==> src/pkg/timer_io_pkg.sv <==
// Purpose: shared constants and types for the channel 4 timer I/O control block
// Assumes: 32-bit AXI4-Lite register bus, one aligned word per register
// Notes:   narrow registers sit in the low bits; upper bits read as zero
package timer_io_pkg;
   // -----------------------------------------------------------------
   // sizes
   // -----------------------------------------------------------------
   localparam int CNT_W = 16;
   localparam int DATA_W = 32;
   localparam int ADDR_W = 8;
   localparam int NUM_GR = 4;
   localparam int FIELD_W = 4;
   localparam int CTL_W = 8;

   // -----------------------------------------------------------------
   // register byte offsets
   // -----------------------------------------------------------------
   localparam logic [7:0] OFF_CTL_HI = 8'h00;
   localparam logic [7:0] OFF_CTL_LO = 8'h04;
   localparam logic [7:0] OFF_MODE = 8'h08;
   localparam logic [7:0] OFF_GR_A = 8'h10;
   localparam logic [7:0] OFF_GR_B = 8'h14;
   localparam logic [7:0] OFF_GR_C = 8'h18;
   localparam logic [7:0] OFF_GR_D = 8'h1C;
   localparam logic [7:0] OFF_STATUS = 8'h20;

   // -----------------------------------------------------------------
   // field layouts and reset values
   // -----------------------------------------------------------------
   localparam logic [CTL_W-1:0] CTL_RESET = 8'h00;
   localparam logic [CNT_W-1:0] GR_RESET = 16'hFFFF;
   localparam int FLD_CAPTURE_BIT = 3;
   localparam int FLD_INIT_BIT = 2;
   localparam int FLD_BOTH_BIT = 1;
   localparam int FLD_FALL_BIT = 0;
   localparam int MODE_BUF_A_BIT = 0;
   localparam int MODE_BUF_B_BIT = 1;
   localparam int MODE_W = 2;
   localparam int STAT_OUT_LSB = 0;
   localparam int STAT_OE_LSB = 4;
   localparam int STAT_CAP_LSB = 8;
   localparam int GR_C_IDX = 2;
   localparam int GR_D_IDX = 3;
   localparam logic [1:0] RESP_OKAY = 2'b00;
   localparam logic [1:0] RESP_SLVERR = 2'b10;

   // -----------------------------------------------------------------
   // types
   // -----------------------------------------------------------------
   typedef enum logic [1:0] {ACT_NONE = 2'b00, ACT_CLR = 2'b01, ACT_SET = 2'b10, ACT_TGL = 2'b11} act_t;
   typedef enum logic [1:0] {EDGE_RISE = 2'b00, EDGE_FALL = 2'b01, EDGE_BOTH = 2'b10} edge_sel_t;
   typedef struct packed {
      logic capture;
      logic drive;
      logic init;
      act_t act;
      edge_sel_t edge_sel;
   } io_func_t;
   typedef enum logic [3:0] {
      SEL_CTL_HI = 4'h0, SEL_CTL_LO = 4'h1, SEL_MODE = 4'h2, SEL_GR_A = 4'h3,
      SEL_GR_B = 4'h4, SEL_GR_C = 4'h5, SEL_GR_D = 4'h6, SEL_STATUS = 4'h7, SEL_NONE = 4'hF
   } reg_sel_t;
endpackage

==> src/pkg/gr_chan_if.sv <==
// Purpose: carrier between the register front end and one general register unit
// Assumes: single clock domain
// Notes:   ctrl side drives configuration and strobes, unit side returns state
`timescale 1ns/100ps
`default_nettype none
interface gr_chan_if #(parameter int W = 16);
   logic [3:0] field;
   logic inhibit;
   logic cfg_load;
   logic gr_wr;
   logic [W-1:0] wr_data;
   logic [W-1:0] count;
   logic pin_in;
   logic [W-1:0] gr_value;
   logic pin_out;
   logic pin_oe;
   modport ctrl (output field, inhibit, cfg_load, gr_wr, wr_data, count, pin_in,
                 input gr_value, pin_out, pin_oe);
   modport unit (input field, inhibit, cfg_load, gr_wr, wr_data, count, pin_in,
                 output gr_value, pin_out, pin_oe);
endinterface
`default_nettype wire

==> src/timer_ch4_io_control.sv <==
// Purpose: channel 4 timer I/O control with AXI4-Lite register access
// Assumes: counter value and pin inputs synchronous to clk_sys
// Notes:   four general registers, each set up by a 4-bit function field
//
// Notes on behaviour
// - high control register bits 7..4 set the function of general register B.
// - high control register bits 3..0 set the function of general register A.
// - low control register bits 7..4 set the function of general register D.
// - low control register bits 3..0 set the function of general register C.
// - code 0000 is compare with pin output off; every field resets to it.
// - codes 0001-0011 start the pin at 0; match drives 0, 1 or toggles.
// - code 0100 stays compare but keeps the pin output off.
// - codes 0101-0111 start the pin at 1; match drives 0, 1 or toggles.
// - codes 1000 and 1100 capture on a rising pin edge.
// - codes 1001 and 1101 capture on a falling pin edge.
// - codes 1010, 1011, 1110, 1111 capture on both pin edges.
// - each general register captures from its own timer pin, A to A through D.
// - buffer mode B set makes field D ineffective; no capture or compare on D.
// - buffer mode A set makes field C ineffective; no capture or compare on C.
`timescale 1ns/100ps
`default_nettype none
module timer_ch4_io_control
   import timer_io_pkg::*;
(
   // clock and reset
   input wire logic clk_sys,
   input wire logic reset,
   // axi4-lite write address
   input wire logic [ADDR_W-1:0] s_axi_awaddr,
   input wire logic s_axi_awvalid,
   output logic s_axi_awready,
   // axi4-lite write data
   input wire logic [DATA_W-1:0] s_axi_wdata,
   input wire logic [DATA_W/8-1:0] s_axi_wstrb,
   input wire logic s_axi_wvalid,
   output logic s_axi_wready,
   // axi4-lite write response
   output logic [1:0] s_axi_bresp,
   output logic s_axi_bvalid,
   input wire logic s_axi_bready,
   // axi4-lite read address
   input wire logic [ADDR_W-1:0] s_axi_araddr,
   input wire logic s_axi_arvalid,
   output logic s_axi_arready,
   // axi4-lite read data
   output logic [DATA_W-1:0] s_axi_rdata,
   output logic [1:0] s_axi_rresp,
   output logic s_axi_rvalid,
   input wire logic s_axi_rready,
   // channel counter value
   input wire logic [CNT_W-1:0] count_in,
   // timer pins a..d, bit 0 is pin a
   input wire logic [NUM_GR-1:0] timer_pin_in,
   output wire logic [NUM_GR-1:0] timer_pin_out,
   output wire logic [NUM_GR-1:0] timer_pin_oe
);

   // -----------------------------------------------------------------
   // helpers
   // -----------------------------------------------------------------

   // address decode, shared by the write and the read path
   function automatic reg_sel_t reg_select(input logic [ADDR_W-1:0] addr);
      reg_sel_t sel;
      case (addr)
         OFF_CTL_HI: sel = SEL_CTL_HI;
         OFF_CTL_LO: sel = SEL_CTL_LO;
         OFF_MODE: sel = SEL_MODE;
         OFF_GR_A: sel = SEL_GR_A;
         OFF_GR_B: sel = SEL_GR_B;
         OFF_GR_C: sel = SEL_GR_C;
         OFF_GR_D: sel = SEL_GR_D;
         OFF_STATUS: sel = SEL_STATUS;
         default: sel = SEL_NONE;
      endcase
      return sel;
   endfunction

   // byte-lane merge for the counter-wide general registers
   function automatic logic [CNT_W-1:0] merge_lanes(input logic [CNT_W-1:0] old,
                                                     input logic [DATA_W-1:0] data,
                                                     input logic [DATA_W/8-1:0] strb);
      logic [CNT_W-1:0] res;
      res = old;
      for (int b = 0; b < CNT_W / 8; b++) begin
         if (strb[b]) begin
            res[b*8 +: 8] = data[b*8 +: 8];
         end
      end
      return res;
   endfunction

   // -----------------------------------------------------------------
   // declarations
   // -----------------------------------------------------------------
   logic aw_held_q, aw_held_d, w_held_q, w_held_d;
   logic awready_q, awready_d, wready_q, wready_d;
   logic bvalid_q, bvalid_d;
   logic [1:0] bresp_q, bresp_d;
   logic [ADDR_W-1:0] awaddr_q, awaddr_d;
   logic [DATA_W-1:0] wdata_q, wdata_d;
   logic [DATA_W/8-1:0] wstrb_q, wstrb_d;
   logic [CTL_W-1:0] ctl_hi_q, ctl_hi_d, ctl_lo_q, ctl_lo_d;
   logic [MODE_W-1:0] mode_q, mode_d;
   logic [NUM_GR-1:0] cfg_load_q, cfg_load_d;
   logic wr_fire;
   reg_sel_t wr_sel, rd_sel;
   logic arready_q, arready_d, rvalid_q, rvalid_d;
   logic [1:0] rresp_q, rresp_d;
   logic [DATA_W-1:0] rdata_q, rdata_d;
   logic [CNT_W-1:0] gr_val [NUM_GR];
   logic [NUM_GR-1:0] pin_out_w, pin_oe_w, cap_use_w;
   logic [2*CTL_W-1:0] fields_w;

   // fields a..d packed in order: a = hi[3:0], b = hi[7:4], c = lo[3:0], d = lo[7:4]
   assign fields_w = {ctl_lo_q, ctl_hi_q};

   // -----------------------------------------------------------------
   // general register units
   // -----------------------------------------------------------------
   gr_chan_if #(.W(CNT_W)) u_if [NUM_GR] ();

   genvar g;
   generate
      for (g = 0; g < NUM_GR; g++) begin : gen_gr
         assign u_if[g].field = fields_w[g*FIELD_W +: FIELD_W];
         assign u_if[g].inhibit = (g == GR_C_IDX) ? mode_q[MODE_BUF_A_BIT] :
                                  (g == GR_D_IDX) ? mode_q[MODE_BUF_B_BIT] : 1'b0;
         assign u_if[g].cfg_load = cfg_load_q[g];
         assign u_if[g].gr_wr = wr_fire && (wr_sel == reg_sel_t'(SEL_GR_A + g));
         assign u_if[g].wr_data = merge_lanes(gr_val[g], wdata_q, wstrb_q);
         assign u_if[g].count = count_in;
         assign u_if[g].pin_in = timer_pin_in[g];
         assign gr_val[g] = u_if[g].gr_value;
         assign pin_out_w[g] = u_if[g].pin_out;
         assign pin_oe_w[g] = u_if[g].pin_oe;
         assign cap_use_w[g] = fields_w[g*FIELD_W + FLD_CAPTURE_BIT];

         gr_channel u_ch (
            .clk_sys(clk_sys),
            .reset(reset),
            .ch(u_if[g].unit)
         );
      end
   endgenerate

   // pins come straight from the unit flip-flops
   assign timer_pin_out = pin_out_w;
   assign timer_pin_oe = pin_oe_w;

   // -----------------------------------------------------------------
   // write path and control registers
   // -----------------------------------------------------------------

   // address and data are taken independently; the write happens once both are held
   assign wr_sel = reg_select(awaddr_q);
   assign wr_fire = aw_held_q && w_held_q && !bvalid_q;

   always_comb begin
      aw_held_d = aw_held_q;
      w_held_d = w_held_q;
      awaddr_d = awaddr_q;
      wdata_d = wdata_q;
      wstrb_d = wstrb_q;
      bvalid_d = bvalid_q;
      bresp_d = bresp_q;
      ctl_hi_d = ctl_hi_q;
      ctl_lo_d = ctl_lo_q;
      mode_d = mode_q;
      cfg_load_d = '0;
      if (s_axi_awvalid && awready_q) begin
         aw_held_d = 1'b1;
         awaddr_d = s_axi_awaddr;
      end
      if (s_axi_wvalid && wready_q) begin
         w_held_d = 1'b1;
         wdata_d = s_axi_wdata;
         wstrb_d = s_axi_wstrb;
      end
      if (s_axi_bvalid && s_axi_bready) begin
         bvalid_d = 1'b0;
      end
      if (wr_fire) begin
         aw_held_d = 1'b0;
         w_held_d = 1'b0;
         bvalid_d = 1'b1;
         bresp_d = (wr_sel == SEL_NONE) ? RESP_SLVERR : RESP_OKAY;
         // only byte lane 0 reaches the 8-bit registers
         if (wstrb_q[0]) begin
            case (wr_sel)
               SEL_CTL_HI: begin
                  ctl_hi_d = wdata_q[CTL_W-1:0];
                  cfg_load_d[0] = 1'b1;
                  cfg_load_d[1] = 1'b1;
               end
               SEL_CTL_LO: begin
                  ctl_lo_d = wdata_q[CTL_W-1:0];
                  cfg_load_d[GR_C_IDX] = 1'b1;
                  cfg_load_d[GR_D_IDX] = 1'b1;
               end
               SEL_MODE: mode_d = wdata_q[MODE_W-1:0];
               default: mode_d = mode_q;
            endcase
         end
      end
      // a channel holds off its ready while its word is parked or a response waits
      awready_d = !aw_held_d && !bvalid_d;
      wready_d = !w_held_d && !bvalid_d;
   end

   always_ff @(posedge clk_sys) begin
      if (reset) begin
         aw_held_q <= 1'b0;
         w_held_q <= 1'b0;
         awready_q <= 1'b0;
         wready_q <= 1'b0;
         awaddr_q <= '0;
         wdata_q <= '0;
         wstrb_q <= '0;
         bvalid_q <= 1'b0;
         bresp_q <= RESP_OKAY;
         ctl_hi_q <= CTL_RESET;
         ctl_lo_q <= CTL_RESET;
         mode_q <= '0;
         cfg_load_q <= '0;
      end else begin
         aw_held_q <= aw_held_d;
         w_held_q <= w_held_d;
         awready_q <= awready_d;
         wready_q <= wready_d;
         awaddr_q <= awaddr_d;
         wdata_q <= wdata_d;
         wstrb_q <= wstrb_d;
         bvalid_q <= bvalid_d;
         bresp_q <= bresp_d;
         ctl_hi_q <= ctl_hi_d;
         ctl_lo_q <= ctl_lo_d;
         mode_q <= mode_d;
         cfg_load_q <= cfg_load_d;
      end
   end

   assign s_axi_awready = awready_q;
   assign s_axi_wready = wready_q;
   assign s_axi_bvalid = bvalid_q;
   assign s_axi_bresp = bresp_q;

   // -----------------------------------------------------------------
   // read path
   // -----------------------------------------------------------------

   // data is sampled at the address handshake, so a read never sees a half update
   assign rd_sel = reg_select(s_axi_araddr);

   always_comb begin
      rvalid_d = rvalid_q;
      rdata_d = rdata_q;
      rresp_d = rresp_q;
      if (rvalid_q && s_axi_rready) begin
         rvalid_d = 1'b0;
      end
      if (s_axi_arvalid && arready_q) begin
         rvalid_d = 1'b1;
         rresp_d = RESP_OKAY;
         rdata_d = '0;
         case (rd_sel)
            SEL_CTL_HI: rdata_d[CTL_W-1:0] = ctl_hi_q;
            SEL_CTL_LO: rdata_d[CTL_W-1:0] = ctl_lo_q;
            SEL_MODE: rdata_d[MODE_W-1:0] = mode_q;
            SEL_GR_A: rdata_d[CNT_W-1:0] = gr_val[0];
            SEL_GR_B: rdata_d[CNT_W-1:0] = gr_val[1];
            SEL_GR_C: rdata_d[CNT_W-1:0] = gr_val[GR_C_IDX];
            SEL_GR_D: rdata_d[CNT_W-1:0] = gr_val[GR_D_IDX];
            SEL_STATUS: begin
               rdata_d[STAT_OUT_LSB +: NUM_GR] = pin_out_w;
               rdata_d[STAT_OE_LSB +: NUM_GR] = pin_oe_w;
               rdata_d[STAT_CAP_LSB +: NUM_GR] = cap_use_w;
            end
            default: rresp_d = RESP_SLVERR;
         endcase
      end
      // one read in flight: address ready only while no data waits
      arready_d = !rvalid_d;
   end

   always_ff @(posedge clk_sys) begin
      if (reset) begin
         arready_q <= 1'b0;
         rvalid_q <= 1'b0;
         rdata_q <= '0;
         rresp_q <= RESP_OKAY;
      end else begin
         arready_q <= arready_d;
         rvalid_q <= rvalid_d;
         rdata_q <= rdata_d;
         rresp_q <= rresp_d;
      end
   end

   assign s_axi_arready = arready_q;
   assign s_axi_rvalid = rvalid_q;
   assign s_axi_rdata = rdata_q;
   assign s_axi_rresp = rresp_q;
endmodule
`default_nettype wire

==> src/io_function_decode.sv <==
// Purpose: turn a 4-bit function field into compare / capture settings
// Assumes: purely combinational
// Notes:   capture codes with bit 2 set alias the ones without it
`timescale 1ns/100ps
`default_nettype none
module io_function_decode
   import timer_io_pkg::*;
(
   // field in
   input wire logic [FIELD_W-1:0] field,
   // decoded settings
   output io_func_t func
);
   // -----------------------------------------------------------------
   // decode
   // -----------------------------------------------------------------
   always_comb begin
      func = '0;
      func.capture = field[FLD_CAPTURE_BIT];
      if (field[FLD_CAPTURE_BIT]) begin
         if (field[FLD_BOTH_BIT]) begin
            func.edge_sel = EDGE_BOTH;
         end else if (field[FLD_FALL_BIT]) begin
            func.edge_sel = EDGE_FALL;
         end else begin
            func.edge_sel = EDGE_RISE;
         end
      end else begin
         func.init = field[FLD_INIT_BIT];
         func.act = act_t'(field[FLD_BOTH_BIT:FLD_FALL_BIT]);
         func.drive = (field[FLD_BOTH_BIT:FLD_FALL_BIT] != 2'h0);
      end
   end
endmodule
`default_nettype wire

==> src/gr_channel.sv <==
// Purpose: one general register with its compare output and capture input
// Assumes: counter and pin inputs synchronous to clk_sys
// Notes:   compare acts once when equality begins, not every cycle it lasts
`timescale 1ns/100ps
`default_nettype none
module gr_channel
   import timer_io_pkg::*;
(
   // clock and reset
   input wire logic clk_sys,
   input wire logic reset,
   // link to front end
   gr_chan_if.unit ch
);
   io_func_t func;
   logic [CNT_W-1:0] gr_q, gr_d;
   logic pin_q, pin_d, oe_q, oe_d, in_prev_q, eq_prev_q, eq_d;
   logic hit, cap, rise, fall;

   io_function_decode u_dec (
      .field(ch.field),
      .func(func)
   );

   // -----------------------------------------------------------------
   // next state
   // -----------------------------------------------------------------
   always_comb begin
      eq_d = !func.capture && (ch.count == gr_q);
      hit = eq_d && !eq_prev_q && !ch.inhibit;
      rise = ch.pin_in && !in_prev_q;
      fall = !ch.pin_in && in_prev_q;
      cap = 1'b0;
      if (func.capture && !ch.inhibit) begin
         case (func.edge_sel)
            EDGE_RISE: cap = rise;
            EDGE_FALL: cap = fall;
            EDGE_BOTH: cap = rise || fall;
            default: cap = 1'b0;
         endcase
      end
      gr_d = gr_q;
      if (ch.gr_wr) begin
         gr_d = ch.wr_data;
      end
      // a capture beats a software write in the same cycle
      if (cap) begin
         gr_d = ch.count;
      end
      pin_d = pin_q;
      if (ch.cfg_load && !func.capture) begin
         pin_d = func.init;
      end else if (hit) begin
         case (func.act)
            ACT_CLR: pin_d = 1'b0;
            ACT_SET: pin_d = 1'b1;
            ACT_TGL: pin_d = !pin_q;
            default: pin_d = pin_q;
         endcase
      end
      oe_d = func.drive && !ch.inhibit;
   end

   // -----------------------------------------------------------------
   // state
   // -----------------------------------------------------------------
   always_ff @(posedge clk_sys) begin
      if (reset) begin
         gr_q <= GR_RESET;
         pin_q <= 1'b0;
         oe_q <= 1'b0;
         in_prev_q <= 1'b0;
         eq_prev_q <= 1'b0;
      end else begin
         gr_q <= gr_d;
         pin_q <= pin_d;
         oe_q <= oe_d;
         in_prev_q <= ch.pin_in;
         eq_prev_q <= eq_d;
      end
   end

   assign ch.gr_value = gr_q;
   assign ch.pin_out = pin_q;
   assign ch.pin_oe = oe_q;
endmodule
`default_nettype wire

==> config.mk <==
export PLATFORM = sky130hd
export DESIGN_NAME = timer_ch4_io_control
export DESIGN_NICKNAME = d
export VERILOG_FILES = /design/src/pkg/timer_io_pkg.sv /design/src/pkg/gr_chan_if.sv /design/src/timer_ch4_io_control.sv /design/src/io_function_decode.sv /design/src/gr_channel.sv
export SDC_FILE = /design/constraint.sdc
export NUM_CORES = 1
export LEC_CHECK = 0
export CAP_MARGIN = 30
export CORE_ASPECT_RATIO = 1.25
export CORE_MARGIN = 2
export CORE_UTILIZATION = 60
export DETAILED_ROUTE_END_ITERATION = 6
export DONT_BUFFER_PORTS = 1
export PLACE_DENSITY = 0.76
export SLEW_MARGIN = 25
export SYNTH_ARGS = -nofsm -noshare
export SYNTH_HDL_FRONTEND = slang
export SYNTH_HIERARCHICAL = 1
export SYNTH_SLANG_ARGS = --single-unit
==> constraint.sdc <==
create_clock -name clk_sys -period 3.2 [get_ports clk_sys]
set_clock_uncertainty 0.05 [all_clocks]
set_input_delay 0.48 -clock clk_sys [delete_from_list [all_inputs] [get_ports clk_sys]]
set_output_delay 0.48 -clock clk_sys [all_outputs]
set_load 0.01 [all_outputs]
==> out/results.ini <==
[status]
outcome = finished clean

[grt]
antenna_found_initial = 0
grt_max_degree = 157
grt_first_pass_wirelength_mm = 39.7
use_met2_pct = 50.3
grt_pass1_vias = 7355
use_met1_pct = 38.9
overflow = 0
top_usage_layer = met2
met3_usage_pct = 6.75
track_usage_pct = 31.0

[hold_path]
hp-class = primary input to flop
min_from = reset
whs_path_depth = 1
hold_end = gen_gr[3].u_ch/in_prev_q

[timing]
rsz0062_at_grt = no
finalCriticalPeriod_ps = 2620
setup_ws_ps = 576
slew_viol_final = 0
max_slew_margin_pct = 39.7
whs_ps = 85.9
setup_violations = 0
finalHoldViolCount = 0
worst_pin_slew_ps = 898
fmaxAchievable_mhz = 381
timing.final.crit_share_pct = 82.0
fin_setup_tns_ps = 0

[floorplan]
die-area_um2 = 16900
die_h_um = 145
core_um2 = 15600
io_pins = 128
row_count = 51
start_util_pct = 61.2
die_w_um = 117

[clock_tree]
clk_pin_slew_ps = 60
holdBufCountCts = 0
clock_sinks = 151
clock_path_buffers = 2
htree_levels = 4
clkLatencyLatePin_ps = 430
cts_setup_buffers = 0
ctsResizeCount = 0
cts_buffers = 17
root_buffer = clkbuf_16
cts_tree = built

[placement]
hpwl_mm = 17.4
numPortBuffers = 0
pre_cts_ws_ps = 594
gp_congestion = 0.925

[logic_synthesis]
yosysWarningCount = 6
syn_inst = 1108
yosysSeqAreaShare_pct = 31.7
synth.area.top_cells = dfxtp_1 32%, mux2i_1 9.5%, nand2b_1 5.3%, mux2_1 5.0%, o21ai_0 4.5%
synthFlopType = dfxtp_1
synth_top_area_cell = dfxtp_1
yosys.cell_types.count = 62
avgSynthCellArea_um2 = 8.60
synth_seq_cells = 151
synth_edf_count = 0
syn_area_um2 = 9530
synthArstFlopShare_pct = 0
yosysTopAreaCellShare_pct = 31.7

[power]
power_leakage_nw = 4.31
irDropWorstVdd_v = 0.000311
p_per_area_nw_per_um2 = 426

[route]
drtIter0Drc = 802
routed_wl_mm = 25.7
via_per_inst = 6.04
vias = 7860
drc = 0
ant_nets = 0
dr.pass1.iters = 7
wl_per_cell_um = 19.7

[final_layout]
drive_gt1_share_pct = 9.27
fin_nets = 1166
area_delta_synth_final_pct = 6.64
antenna-diode-count = 0
n_fill_cell = 1327
fin_util_pct = 65.3

[critical_path]
timing.rr.end = gen_gr[2].u_ch/ch.gr_value[12]
worstSetupPathType = flop to flop
crit_path_max_fanout = 18
cp_num_buf_inv = 1
cpPeakStageDelay_ps = 600
cp.required_ps = 3470
worstRegToRegCells = 8
r2r_slack_ps = 580
cp-end-kind = flop
slowest_stage = or4_4
cp_top_family = simple AND/OR/NAND/NOR gates
path_cells = or4_4 > nor3_1 > nand2_1 > nor3b_2 > buf_4 > mux2_1 > mux2i_1 > nand2b_1
arrival_ps = 2900
cp-start-kind = flop
r2r_start = awaddr_q[0]

[job]
max_cap_violations = 0

## state kept, by name, indices dropped and copies added (netlist names), 4 cells and up
name	cells
ctl_lo_q	8
gen_gr.u_ch/in_prev_q	4
gen_gr.u_ch/ch.gr_value	64
gen_gr.u_ch/ch.pin_oe	4
gen_gr.u_ch/eq_prev_q	4
gen_gr.u_ch/ch.pin_out	4
awaddr_q	8
wdata_q	16
ctl_hi_q	8
s_axi_rdata	16
## where the power goes
group | switching [W] | internal [W] | total, W
sequential | 0.0000310 | 0.00191 | 0.00194
clock | 0.000835 | 0.00133 | 0.00217
combinational | 0.000127 | 0.000101 | 0.000229
total | 0.000993 | 0.00334 | 0.00433
## layout by cell type, fill, tap and decap left out, drive strengths merged, types with 8 or more instances in the layout
| cell type | count |
|---|---|
| nor2 | 46 |
| nor4 | 10 |
| xnor2 | 34 |
| nand2b | 81 |
| nand3b | 10 |
| ha | 10 |
| nor2b | 26 |
| nand4 | 11 |
| nor3b | 10 |
| xor2 | 18 |
| nor3 | 23 |
| mux2 | 61 |
| mux2i | 90 |
| o21ai | 89 |
| a21oi | 40 |
| buf | 15 |
| a222oi | 8 |
| and3b | 8 |
| conb | 24 |
| inv | 86 |
| nand2 | 109 |
| dfxtp | 151 |
| clkbuf | 18 |
| a22oi | 13 |
## how the worst max path moves through the flow
stage                           start                             end  slack, ps  depth (start not counted)
after floorplan           awaddr_q[0]  gen_gr[2].u_ch/ch.gr_value[10]        550                         10
after detailed placement  awaddr_q[0]  gen_gr[2].u_ch/ch.gr_value[12]        590                          8
after CTS                 awaddr_q[0]  gen_gr[2].u_ch/ch.gr_value[12]        580                          8
final                     awaddr_q[0]  gen_gr[2].u_ch/ch.gr_value[12]        580                          8
after global routing      awaddr_q[0]  gen_gr[2].u_ch/ch.gr_value[12]        410                          8
after global placement    awaddr_q[0]  gen_gr[2].u_ch/ch.gr_value[15]        660                          8
## cell families after synthesis
group                    synth area share [%]
AO/OA/AOI/OAI                            14.0
XOR/XNOR                                 4.94
adder cells (fa/ha/maj)                  1.31
buffers and inverters                    8.33
flip-flops                               31.7
multiplexers                             18.3
other                                  0.0394
AND/OR/NAND/NOR                          21.4
## synthesized netlist by cell type, types with 22 or more instances
| master | instances |
|---|---|
| a21oi_1 | 40 |
| buf_4 | 33 |
| clkbuf_1 | 38 |
| dfxtp_1 | 151 |
| inv_1 | 83 |
| mux2_1 | 42 |
| mux2i_1 | 90 |
| nand2_1 | 109 |
| nand2b_1 | 81 |
| nor2_1 | 46 |
| nor2b_1 | 26 |
| nor3_1 | 22 |
| o21ai_0 | 85 |
| xnor2_1 | 32 |
## area by class of cell
type	count	area (um2)	area share, %
multi-input cells	809	5810	57.2
well taps	212	265	2.61
inverters	83	312	3.07
repair buffers	15	113	1.11
flip-flops and latches	151	3020	29.8
clock inverters	14	196	1.93
clock buffers	18	439	4.32
## stage by stage
stage / std cells / cell area, um2 / total power (W)
detailed placement: 1270 / 9530 / 0.00220
finish: 1302 / 10200 / 0.00433
floorplan: 1131 / 9610 / 0.00221
global route: 1302 / 10200 / 0.00446
global placement: 1270 / 9530 / 0.00220
CTS: 1302 / 10200 / 0.00435
## metal layers
layer	part of all wire (%)	vias to the layer above
met1	41	3746
met3	7.2	58
met4	4.0	0
met5	0	-
met2	48	332
li1	-	3724
Power figures use the tool's default switching activity.
